==> src/fshp_pkg.sv <==
// Package of constants and types for the frame-store host I/O port
//
// Overview of operation
// - Address-device write latches outbus, then holds memory wait request until memory ready.
// - Data-device read strobe drives data buffer onto host input bus.
// - Data-device write: output strobe then transfer pulse captures outbus into data buffer.
// - Any output to the data device clears the read-direction flag.
// - Any output to the address device sets read direction once cycle executes.
// - Address write in read direction loads data buffer; in write direction stores it.
// - Host input from either device leaves read-direction flag unchanged.
// - After any completed read or write sequence, port rests in read direction.
// - Address-device tests: 0 int enabled, 1 power, 2 half-word, 3 read dir, 4 picture.
// - Data-device test 0 true with no camera; nonzero true when that camera selected.
// - Address-device controls: 0 int on, 1 int off, 2 half, 3 full, 4 read dir.
// - Data-device control 0 deselects cameras; nonzero selects that numbered camera.
// - Three-line camera select output follows the data-device control choice.
// - Full-word mode takes a 15-bit word address from the outbus.
// - Acknowledge output shows the port ready for the next host I/O operation.
// - Word mode moves both bytes with 15-bit address; byte mode uses 16-bit address.
// - Memory wait request blocks host instructions that could overwrite the data buffer.
package fshp_pkg;
   // ==========================================================
   // Widths and codes
   localparam int BUS_W = 16;
   localparam int CODE_W = 3;
   localparam int WADDR_W = 15;
   localparam logic [2:0] CODE_INT_ON = 3'h0;
   localparam logic [2:0] CODE_INT_OFF = 3'h1;
   localparam logic [2:0] CODE_HALF = 3'h2;
   localparam logic [2:0] CODE_FULL = 3'h3;
   localparam logic [2:0] CODE_READ_DIR = 3'h4;
   localparam logic [2:0] TEST_INT_EN = 3'h0;
   localparam logic [2:0] TEST_POWER = 3'h1;
   localparam logic [2:0] TEST_HALF = 3'h2;
   localparam logic [2:0] TEST_READ_DIR = 3'h3;
   localparam logic [2:0] TEST_PICTURE = 3'h4;
   localparam logic [2:0] CAM_NONE = 3'h0;
   // ==========================================================
   // Reset values
   localparam logic RST_READ_DIR = 1'b1;
   localparam logic RST_HALF_WORD = 1'b0;
   localparam logic RST_INT_EN = 1'b0;
   localparam logic [15:0] RST_WORD = 16'h0000;
   // Synchroniser depth
   localparam int SYNC_STAGES = 2;

   // Host strobes from the I/O bus, one bundle
   typedef struct packed {
      logic output_strobe;       // Host write strobe
      logic data_transfer_pulse; // Host transfer pulse
      logic read_strobe;         // Host read strobe
      logic test_strobe;         // Test instruction strobe
      logic control_strobe;      // Control instruction strobe
      logic sel_addr;            // Address device selected
      logic sel_data;            // Data device selected
      logic int_ack;             // Interrupt acknowledge
   } fshp_host_s;

   // Image memory request toward the arbiter
   typedef struct packed {
      logic [15:0] addr;         // Byte or word address
      logic [15:0] wdata;        // Write content
      logic write;               // 1 store, 0 fetch
      logic word;                // Full-word access
   } fshp_mem_s;
endpackage

==> src/fshp_sync.sv <==
// Two-stage synchroniser for a bundle of pin levels
`timescale 1ns/1ps
module fshp_sync #(
   parameter int WIDTH = 1
) (
   input wire logic i_core_clk,             // Core clock
   input wire logic i_rstn,                 // Async reset, active low
   input wire logic [WIDTH-1:0] i_async,    // Unsynchronised levels
   output logic [WIDTH-1:0] o_sync          // Synchronised levels
);
   import fshp_pkg::*;
   logic [WIDTH-1:0] meta_r;
   logic [WIDTH-1:0] sync_r;

   // ==========================================================
   // Flops only; first stage feeds nothing but the second
   always_ff @(posedge i_core_clk or negedge i_rstn) begin
      if (!i_rstn) begin
         meta_r <= '0;
         sync_r <= '0;
      end else begin
         meta_r <= i_async;
         sync_r <= meta_r;
      end
   end
   assign o_sync = sync_r;
endmodule

==> src/fshp_port.sv <==
// Host programmed I/O port of the frame store: address and data devices
`timescale 1ns/1ps
module fshp_port #(
   parameter int NUM_CAMERAS = 7
) (
   input wire logic i_core_clk,                   // Core clock 200 MHz
   input wire logic i_rstn,                       // Async reset, active low
   input wire fshp_pkg::fshp_host_s i_host,       // Host strobes (pins)
   input wire logic [fshp_pkg::BUS_W-1:0] i_outbus, // Host output bus
   input wire logic [fshp_pkg::CODE_W-1:0] i_code, // Test/control code
   input wire logic i_power_on,                   // Power good pin
   input wire logic i_picture_done,               // Frame done pulse
   input wire logic i_mem_ready,                  // Memory served access
   input wire logic [fshp_pkg::BUS_W-1:0] i_mem_rdata, // Fetched content
   output logic [fshp_pkg::BUS_W-1:0] o_inbus,    // Host input bus
   output logic o_test_true,                      // Test result
   output logic o_memory_wait_request,            // Wait toward host
   output logic o_ack,                            // Ready for next I/O
   output logic o_int_req,                        // Interrupt request
   output logic [2:0] o_camera_select,            // Camera select lines
   output logic o_half_word_flag,                 // Half-word mode
   output logic o_read_direction_flag,            // Read direction
   output logic o_mem_req,                        // Memory access request
   output fshp_pkg::fshp_mem_s o_mem              // Memory access fields
);
   import fshp_pkg::*;

   // Only three select lines exist, so seven cameras at most
   if (NUM_CAMERAS < 1 || NUM_CAMERAS > 7) begin : g_bad_cameras
      $error("NUM_CAMERAS must be 1..7");
   end

   // ==========================================================
   // Pin synchronisation
   localparam int NPIN = 10;
   logic [NPIN-1:0] pin_s;
   fshp_host_s h;
   logic power_s;
   logic pic_s;

   fshp_sync #(.WIDTH(NPIN)) u_sync (
      .i_core_clk(i_core_clk),
      .i_rstn(i_rstn),
      .i_async({i_host, i_power_on, i_picture_done}),
      .o_sync(pin_s)
   );
   assign h = pin_s[NPIN-1:2];
   assign power_s = pin_s[1];
   assign pic_s = pin_s[0];

   // Bus and code take the same two flops as the strobes, so they
   // stand settled when the synchronised strobe edge is seen
   logic [BUS_W+CODE_W-1:0] bus_s;
   logic [BUS_W-1:0] outbus_s;
   logic [CODE_W-1:0] code_s;
   fshp_sync #(.WIDTH(BUS_W + CODE_W)) u_sync_bus (
      .i_core_clk(i_core_clk),
      .i_rstn(i_rstn),
      .i_async({i_outbus, i_code}),
      .o_sync(bus_s)
   );
   assign outbus_s = bus_s[BUS_W+CODE_W-1:CODE_W];
   assign code_s = bus_s[CODE_W-1:0];

   // ==========================================================
   // Edge detection on synchronised strobes
   fshp_host_s hprev_r;
   logic pic_prev_r;
   always_ff @(posedge i_core_clk or negedge i_rstn) begin
      if (!i_rstn) begin
         hprev_r <= '0;
         pic_prev_r <= 1'b0;
      end else begin
         hprev_r <= h;
         pic_prev_r <= pic_s;
      end
   end

   logic dtp_rise, rd_rise, tst_rise, ctl_rise, iack_rise, pic_rise;
   logic addr_wr, data_wr, addr_ctl, data_ctl;
   assign dtp_rise = h.data_transfer_pulse & ~hprev_r.data_transfer_pulse;
   assign rd_rise = h.read_strobe & ~hprev_r.read_strobe;
   assign tst_rise = h.test_strobe & ~hprev_r.test_strobe;
   assign ctl_rise = h.control_strobe & ~hprev_r.control_strobe;
   assign iack_rise = h.int_ack & ~hprev_r.int_ack;
   assign pic_rise = pic_s & ~pic_prev_r;

   // Output cycle: strobe held, then transfer pulse edge
   logic busy;
   assign addr_wr = dtp_rise & h.output_strobe & h.sel_addr & ~busy;
   assign data_wr = dtp_rise & h.output_strobe & h.sel_data & ~busy;
   assign addr_ctl = ctl_rise & h.sel_addr & ~busy;
   assign data_ctl = ctl_rise & h.sel_data & ~busy;

   // ==========================================================
   // Access state machine
   typedef enum logic [0:0] {ST_IDLE, ST_WAIT} fshp_state_e;
   fshp_state_e state_r, state_nxt;
   logic [15:0] addr_r, addr_nxt;
   logic [15:0] data_r, data_nxt;
   logic rdir_r, rdir_nxt;
   logic cyc_write_r, cyc_write_nxt;
   logic half_r, half_nxt;
   logic inten_r, inten_nxt;
   logic pic_r, pic_nxt;
   logic irq_r, irq_nxt;
   logic [2:0] cam_r, cam_nxt;

   assign busy = (state_r == ST_WAIT);

   // Address shaping: word mode clears bit 15, keeping the low 15 bits
   function automatic logic [15:0] shape_addr(input logic [15:0] bus,
                                              input logic half);
      if (half)
         shape_addr = bus;
      else
         shape_addr = {1'b0, bus[WADDR_W-1:0]};
   endfunction

   // Next-state for all port state except the read path and test answer
   always_comb begin
      state_nxt = state_r;
      addr_nxt = addr_r;
      data_nxt = data_r;
      rdir_nxt = rdir_r;
      cyc_write_nxt = cyc_write_r;
      half_nxt = half_r;
      inten_nxt = inten_r;
      pic_nxt = pic_r;
      irq_nxt = irq_r;
      cam_nxt = cam_r;
      case (state_r)
         ST_IDLE: begin
            if (data_wr) begin
               data_nxt = outbus_s;
               rdir_nxt = 1'b0;
            end else if (addr_wr) begin
               addr_nxt = shape_addr(outbus_s, half_r);
               cyc_write_nxt = ~rdir_r;
               state_nxt = ST_WAIT;
            end
         end
         ST_WAIT: begin
            if (i_mem_ready) begin
               if (!cyc_write_r)
                  data_nxt = i_mem_rdata;
               rdir_nxt = 1'b1;
               state_nxt = ST_IDLE;
            end
         end
         default: state_nxt = ST_IDLE;
      endcase
      // Control codes; refused while access pending
      if (addr_ctl) begin
         case (code_s)
            CODE_INT_ON: inten_nxt = 1'b1;
            CODE_INT_OFF: inten_nxt = 1'b0;
            CODE_HALF: half_nxt = 1'b1;
            CODE_FULL: half_nxt = 1'b0;
            CODE_READ_DIR: rdir_nxt = 1'b1;
            default: ;
         endcase
      end
      if (data_ctl) begin
         if (code_s == CAM_NONE || 32'(code_s) <= NUM_CAMERAS)
            cam_nxt = code_s;
      end
      // Picture flag: set wins over acknowledge clear
      if (iack_rise) begin
         pic_nxt = 1'b0;
         irq_nxt = 1'b0;
      end
      if (pic_rise) begin
         pic_nxt = 1'b1;
         irq_nxt = inten_r;
      end
   end

   // Register all port state except the read path and test answer
   always_ff @(posedge i_core_clk or negedge i_rstn) begin
      if (!i_rstn) begin
         state_r <= ST_IDLE;
         addr_r <= RST_WORD;
         data_r <= RST_WORD;
         rdir_r <= RST_READ_DIR;
         cyc_write_r <= 1'b0;
         half_r <= RST_HALF_WORD;
         inten_r <= RST_INT_EN;
         pic_r <= 1'b0;
         irq_r <= 1'b0;
         cam_r <= CAM_NONE;
      end else begin
         state_r <= state_nxt;
         addr_r <= addr_nxt;
         data_r <= data_nxt;
         rdir_r <= rdir_nxt;
         cyc_write_r <= cyc_write_nxt;
         half_r <= half_nxt;
         inten_r <= inten_nxt;
         pic_r <= pic_nxt;
         irq_r <= irq_nxt;
         cam_r <= cam_nxt;
      end
   end

   // ==========================================================
   // Host-facing read path and test answers, registered
   logic [15:0] inbus_r, inbus_nxt;
   logic test_r, test_nxt;
   always_comb begin
      inbus_nxt = inbus_r;
      test_nxt = test_r;
      // Reads never touch the direction flag
      if (rd_rise && h.sel_data)
         inbus_nxt = data_r;
      else if (rd_rise && h.sel_addr)
         inbus_nxt = addr_r;
      if (tst_rise && h.sel_addr) begin
         case (code_s)
            TEST_INT_EN: test_nxt = inten_r;
            TEST_POWER: test_nxt = power_s;
            TEST_HALF: test_nxt = half_r;
            TEST_READ_DIR: test_nxt = rdir_r;
            TEST_PICTURE: test_nxt = pic_r;
            default: test_nxt = 1'b0;
         endcase
      end else if (tst_rise && h.sel_data) begin
         test_nxt = (cam_r == code_s);
      end
   end

   always_ff @(posedge i_core_clk or negedge i_rstn) begin
      if (!i_rstn) begin
         inbus_r <= RST_WORD;
         test_r <= 1'b0;
      end else begin
         inbus_r <= inbus_nxt;
         test_r <= test_nxt;
      end
   end

   // ==========================================================
   // Outputs; wait request holds the host off the data buffer
   assign o_inbus = inbus_r;
   assign o_test_true = test_r;
   assign o_memory_wait_request = busy;
   assign o_ack = ~busy;
   assign o_int_req = irq_r;
   assign o_camera_select = cam_r;
   assign o_half_word_flag = half_r;
   assign o_read_direction_flag = rdir_r;
   assign o_mem_req = busy;
   assign o_mem = '{addr: addr_r, wdata: data_r, write: cyc_write_r,
                    word: ~half_r};
endmodule

==> config.mk <==
export PLATFORM = sky130hd
export DESIGN_NAME = fshp_port
export DESIGN_NICKNAME = d
export VERILOG_FILES = /design/src/fshp_pkg.sv /design/src/fshp_sync.sv /design/src/fshp_port.sv
export SDC_FILE = /design/constraint.sdc
export NUM_CORES = 1
export LEC_CHECK = 0
export BUFFER_PORTS_ARGS = -buffer_cell sky130_fd_sc_hd__buf_2
export CORE_MARGIN = 4
export CORE_UTILIZATION = 49
export DETAILED_ROUTE_END_ITERATION = 8
export GPL_ROUTABILITY_DRIVEN = 0
export PLACE_DENSITY = 0.74
export SLEW_MARGIN = 20
export SYNTH_ARGS = -nofsm -noshare
export SYNTH_HDL_FRONTEND = slang
export SYNTH_HIERARCHICAL = 1
export SYNTH_SLANG_ARGS = --single-unit
==> constraint.sdc <==
create_clock -name i_core_clk -period 4.41 [get_ports i_core_clk]
set_input_delay 0.441 -clock i_core_clk [delete_from_list [all_inputs] [get_ports i_core_clk]]
set_output_delay 0.441 -clock i_core_clk [all_outputs]
set_load 0.01 [all_outputs]
# Yosys cells after proc, flatten, opt, wreduce, memory -nomap -nowiden
# Index checks and enable logic that the tools add are counted.
[word_totals]
reg_bits = 123
mem_bits_ro = 0
output_inout_bits = 60
n_memories = 0
latch_bits = 0
word_cells = 93
ram_bits = 0
[op_classes]
bitwise_logic = 25
addsub = 0
n_div = 0
shift = 0
mul = 0
n_mux = 24
order_cmp = 0
reduce_logical = 14
n_eq_ne = 8
[op_table]
columns = ["operator", "n"]
rows = [
  ["$mux W16", 6],
  ["$pmux W16 S2", 1],
  ["$and A1 B1 Y1", 15],
  ["$mux W1", 12],
  ["$not A1 Y1", 10],
  ["$reduce_bool A2 Y1", 5],
  ["$pmux W1 S2", 4],
  ["$eq A3 B2 Y1 const B", 2],
  ["$reduce_and A3 Y1", 2],
  ["$pmux W1 S5", 1],
  ["$logic_and A1 B1 Y1", 4],
  ["$ne A2 B2 Y1 const B", 2],
  ["$reduce_and A2 Y1", 2],
  ["$eq A3 B1 Y1 const B", 1],
  ["$eq A3 B3 Y1", 1],
  ["$eq A3 B3 Y1 const B", 1],
  ["$logic_not A3 Y1", 1],
  ["$ne A2 B1 Y1 const B", 1],
]

# Depth between registers and ports, before layout
[depth]
ltp_word = 9
depth_mapped = 5

# Cells and area by module
# The synthesis kept the hierarchy.
[modules_own_cells]
columns = ["mod", "cells_each", "instances", "area_each_um2", "seq_area_each_um2"]
rows = [
  ["fshp_port", 244, 1, 2891.5, 1627.8],
  ["fshp_sync at u_sync_bus", 38, 1, 950.9, 950.9],
  ["fshp_sync at u_sync", 20, 1, 500.5, 500.5],
]

# Least setup slack after synthesis
# Ideal clock, no wire load.
[synth_path]
kind = "flip-flop to flip-flop"
from = "register state_r, in the netlist o_mem_req"
to = "register addr_r[10]"
path_slack_ps = 2957
setup_ps = 125
synth_period_minus_slack_ps = 1453
path_stages_with_launch = 5
arrival_time_ps = 1328
path_cell_list = "dfrtp_1 > and4bb_1 > nand3b_1 > buf_2 > mux2_4"
[synth_between]
elab_chain_cells = 4
word_cells_on_any_way = 5
cone_classes = "bitwise (4); reduce/logical (1)"
[synth_rtl]
columns = ["element", "line", "text"]
rows = [
  ["start: declaration", "fshp_port.sv:98", "fshp_state_e state_r, state_nxt;"],
  ["start signal: assignment", "fshp_port.sv:193", "state_r <= state_nxt;"],
  ["$not A1 Y1 (no source line) *", "-", ""],
  ["$and A1 B1 Y1", "fshp_port.sv:91", "assign data_wr = dtp_rise & h.output_strobe & h.sel_data & ~busy;"],
  ["$not A1 Y1 (no source line)", "-", ""],
  ["$reduce_and A3 Y1 (no source line) *", "-", ""],
  ["end signal: assignment", "fshp_port.sv:194", "addr_r <= addr_nxt;"],
  ["end: declaration", "fshp_port.sv:99", "logic [15:0] addr_r, addr_nxt;"],
]
# Every way passes the cells marked *; elsewhere a longest branch is shown, timed or not.
# A chain may end at the register's enable or synchronous reset.

# Worst setup path in the final report
[layout_path]
from = "register state_r, in the netlist o_mem_req"
to = "output port o_ack"
[layout_between]
elab_chain_cells = 1
[layout_rtl]
columns = ["element", "line", "text"]
rows = [
  ["$not A1 Y1 (no source line)", "-", ""],
  ["end: declaration", "fshp_port.sv:18", "output logic o_ack,"],
]
# No other way between the ends.

==> summary.log <==
qor: synth.post_synth_inst_count 302
qor: sta.finalSetupTns 0 ns
qor: synth.syn_area_per_cell 14.4 sq um
qor: sta.report.final.slew_viol_count 0
qor: setup_path.timing.rr.end addr_r[3]
qor: status.outcome finished, final reports clean
qor: finish.diodes 0
qor: routing.postRouteWirelength 8.73 mm
qor: synth.dominantRegCellSynth dfrtp_1
qor: setup_path.setup.worst_path.end_class output port
qor: routing.drc_errors 0
qor: sta.crit_path_time_final 1.92 ns
qor: setup_path.setup.reg_to_reg.worst_slack 2.84 ns
qor: routing.route.detailed.wl_per_inst 16.2 microns
qor: sta.finalSetupViolCount 0
qor: clocking.cts-hold-fix-buffers 1
qor: synth.syn-num-nets 350
qor: setup_path.ws_path_type register to output port
qor: sta.maximum_clock_frequency 520 MHz
qor: sta.timing.final.crit_share 43.6%
qor: setup_path.crit_path_start_kind register
qor: clocking.worstSkewPairLatency 0.50 ns
qor: sta.timing.max_slew.rel_slack 53.9%
qor: setup_path.worst-r2r-cell-count 4
qor: floorplanning.placement_rows 34
qor: clocking.clk_pin_slew 0.06 ns
qor: placement.place_hpwl 5.80 mm
qor: setup_path.worst-endpoint-arrival 1.48 ns
qor: pwr.static-leakage-power 2.87 nW
qor: worst_hold_path.timing.hold.worst_path_depth 1
qor: pwr.total_power_consumption 3.48 mW
qor: synth.synth_top_family_by_area multiplexers
qor: routing.drt_first_iter_violations 96
qor: floorplanning.die_height 102 microns
qor: sta.rsz0062_at_grt no
qor: clocking.post-cts-setup-buffer-count 0
qor: worst_hold_path.hold_path_startpoint i_host[0]
qor: synth.ys_seq_elements 123
qor: synth.synth-edff-count 0
qor: synth.synth-xor-area-share 0.605%
qor: setup_path.crit_family buffers and inverters
qor: placement.numPortBuffers 107
qor: global_route.grt_pass1_vias 2782
qor: floorplanning.floorplan.initialDensity 50.0%
qor: synth.synth-adder-area-share 0%
qor: clocking.cts.sink_count 123
qor: sta.holdWs 0.0368 ns
qor: sta.hold_violation_total_from_the_final_report 0
qor: clocking.clock_tree.htree_level_count 4
qor: placement.detailedPlace.worstSlack 2.61 ns
qor: global_route.globalRouteOverflowTotal 0
qor: finish.nets 466
qor: synth.synthArstFlopShare 100%
qor: pwr.ir_worst_vdd 0.430 mV
qor: finish.final.fill_count 673
qor: global_route.track_usage 17.9%
qor: synth.synth_compound_gate_area_share 5.73%
qor: finish.mostFrequentLayoutCell dfrtp_1
qor: floorplanning.io_pins 108
qor: routing.detailedRoute.firstPassIterationCount 4
qor: setup_path.slowest_stage buf_4
qor: sta.worst_slew_pin_tran 0.692 ns
qor: setup_path.crit_buf_inv 3
qor: global_route.antenna_found_initial 0
qor: floorplanning.chipWidth 102 microns
qor: worst_hold_path.worstHoldEndpoint u_sync/meta_r[2]
qor: flow_run.drv.max_cap_violation_count 0
qor: setup_path.critPathMaxFanout 23
qor: setup_path.worstPathCellList buf_4, inv_1, buf_2
qor: pwr.power_per_cell_area 613 nW/um^2
qor: synth.synth_simple_gate_area_share 6.28%
qor: clocking.post_cts_resize_count 0
qor: global_route.grt_max_degree 58
qor: clocking.clock_path_buffers 2
qor: setup_path.cp_slowest_stage_delay 0.37 ns
qor: synth.synth_cell_type_count 27
qor: finish.mostFrequentLayoutCells dfrtp_1, buf_2, nand2_1, mux2i_1, o21ai_1
qor: routing.total_via_count_after_detailed_routing 2703
qor: setup_path.cp.required 3.97 ns
qor: global_route.grt_first_pass_wirelength 13.8 mm
qor: clocking.tritoncts.num_buffers 17
qor: sta.fin_worst_skew 0.00599 ns
qor: finish.fraction_of_layout_instances_using_a_drive_strength_above_1 39.0%
qor: floorplanning.floorplan.die_area 10400 sq um
qor: routing.routed_via_density 5.01
qor: sta.final.setup.worst_slack 2.49 ns
qor: finish.layout-area-overhead-vs-synth 30.7%
qor: floorplanning.core_area 8680 sq um
qor: synth.ys.warnings.count 6
qor: synth.post_synth_instance_area 4340 sq um
qor: routing.remaining_antenna_violation_count_after_routing 0
qor: clocking.tritoncts yes
qor: clocking.ctsRootBufferMaster clkbuf_8
qor: synth.synth.yosys.seq_area_share 70.9%
qor: setup_path.regToRegStartpoint u_sync/o_sync[8]
qor: synth.muxShareOfSynthArea 14.0%
qor: worst_hold_path.hold_crit_class input port to register
[through the flow]
step / instance area [sq um] / instances / util [%]
6_report: 5670 / 539 / 65.4
5_1_grt: 5670 / 539 / 65.4
4_1_cts: 5670 / 539 / 65.4
3_5_place_dp: 4970 / 506 / 57.3
3_3_place_gp: 4970 / 506 / 57.3
2_1_floorplan: 4340 / 302 / -
[layout make-up]
| cell class | instances | area (sq um) | area share, % |
|---|---|---|---|
| flip-flops and latches | 123 | 3080 | 54.3 |
| multi-input cells | 158 | 1160 | 20.4 |
| repair buffers | 114 | 593 | 10.5 |
| clock buffers | 18 | 428 | 7.54 |
| clock inverters | 14 | 265 | 4.67 |
| well taps | 108 | 135 | 2.38 |
| inverters | 4 | 15.0 | 0.265 |
[cells in the mapped netlist (3+ instances only)]
library cell	n	area (sq um)
dfrtp_1	122	3050
nand2_1	40	150
mux2i_1	35	350
o21ai_1	32	160
mux2_4	15	225
buf_2	7	35.0
nand3b_1	6	45.0
o21ai_0	6	30.0
buf_4	5	37.5
clkbuf_1	5	18.8
a21oi_1	4	20.0
inv_1	4	15.0
mux2_2	3	33.8
xor2_1	3	26.3
[state kept, by name (all words and copies together), names as in the netlist, 3 cells and up]
register           cells
o_inbus               16
u_sync/o_sync         10
data_r                16
u_sync_bus/meta_r     19
hprev_r                5
o_camera_select        3
u_sync/meta_r         10
addr_r                16
u_sync_bus/o_sync     19
[layer usage]
metal | GRT usage [%] | vias up | part of all wire, %
met5 | 0 | - | 0
met3 | 7.03 | 11 | 6.5
li1 | - | 1269 | -
met2 | 29.2 | 83 | 51
met4 | 5.85 | 0 | 1.1
met1 | 21.9 | 1340 | 42
[worst max path at each step]
stage                           from         end  cells after the start
floorplan                  o_mem_req  addr_r[10]                      4
global placement    u_sync/o_sync[3]  o_inbus[0]                      2
detailed placement  u_sync/o_sync[3]  o_inbus[0]                      2
CTS                        o_mem_req       o_ack                      3
global route               o_mem_req       o_ack                      3
finish                     o_mem_req       o_ack                      3
[report_power, final]
| part | total [mW] | leakage, nW | internal, mW | switching [mW] |
|---|---|---|---|---|
| Sequential | 1.42 | 1.48 | 1.30 | 0.121 |
| Clock | 1.60 | 0.332 | 1.11 | 0.495 |
| Combinational | 0.459 | 1.05 | 0.226 | 0.233 |
[kinds of logic after synthesis]
kind of cell,after synthesis
AOI/OAI and AO/OA,46
xor gates and xnor gates,3
buffers and inverters,21
DFF,123
muxes,53
and+or+nand+nor,56
(Power assumes the default switching activity.)
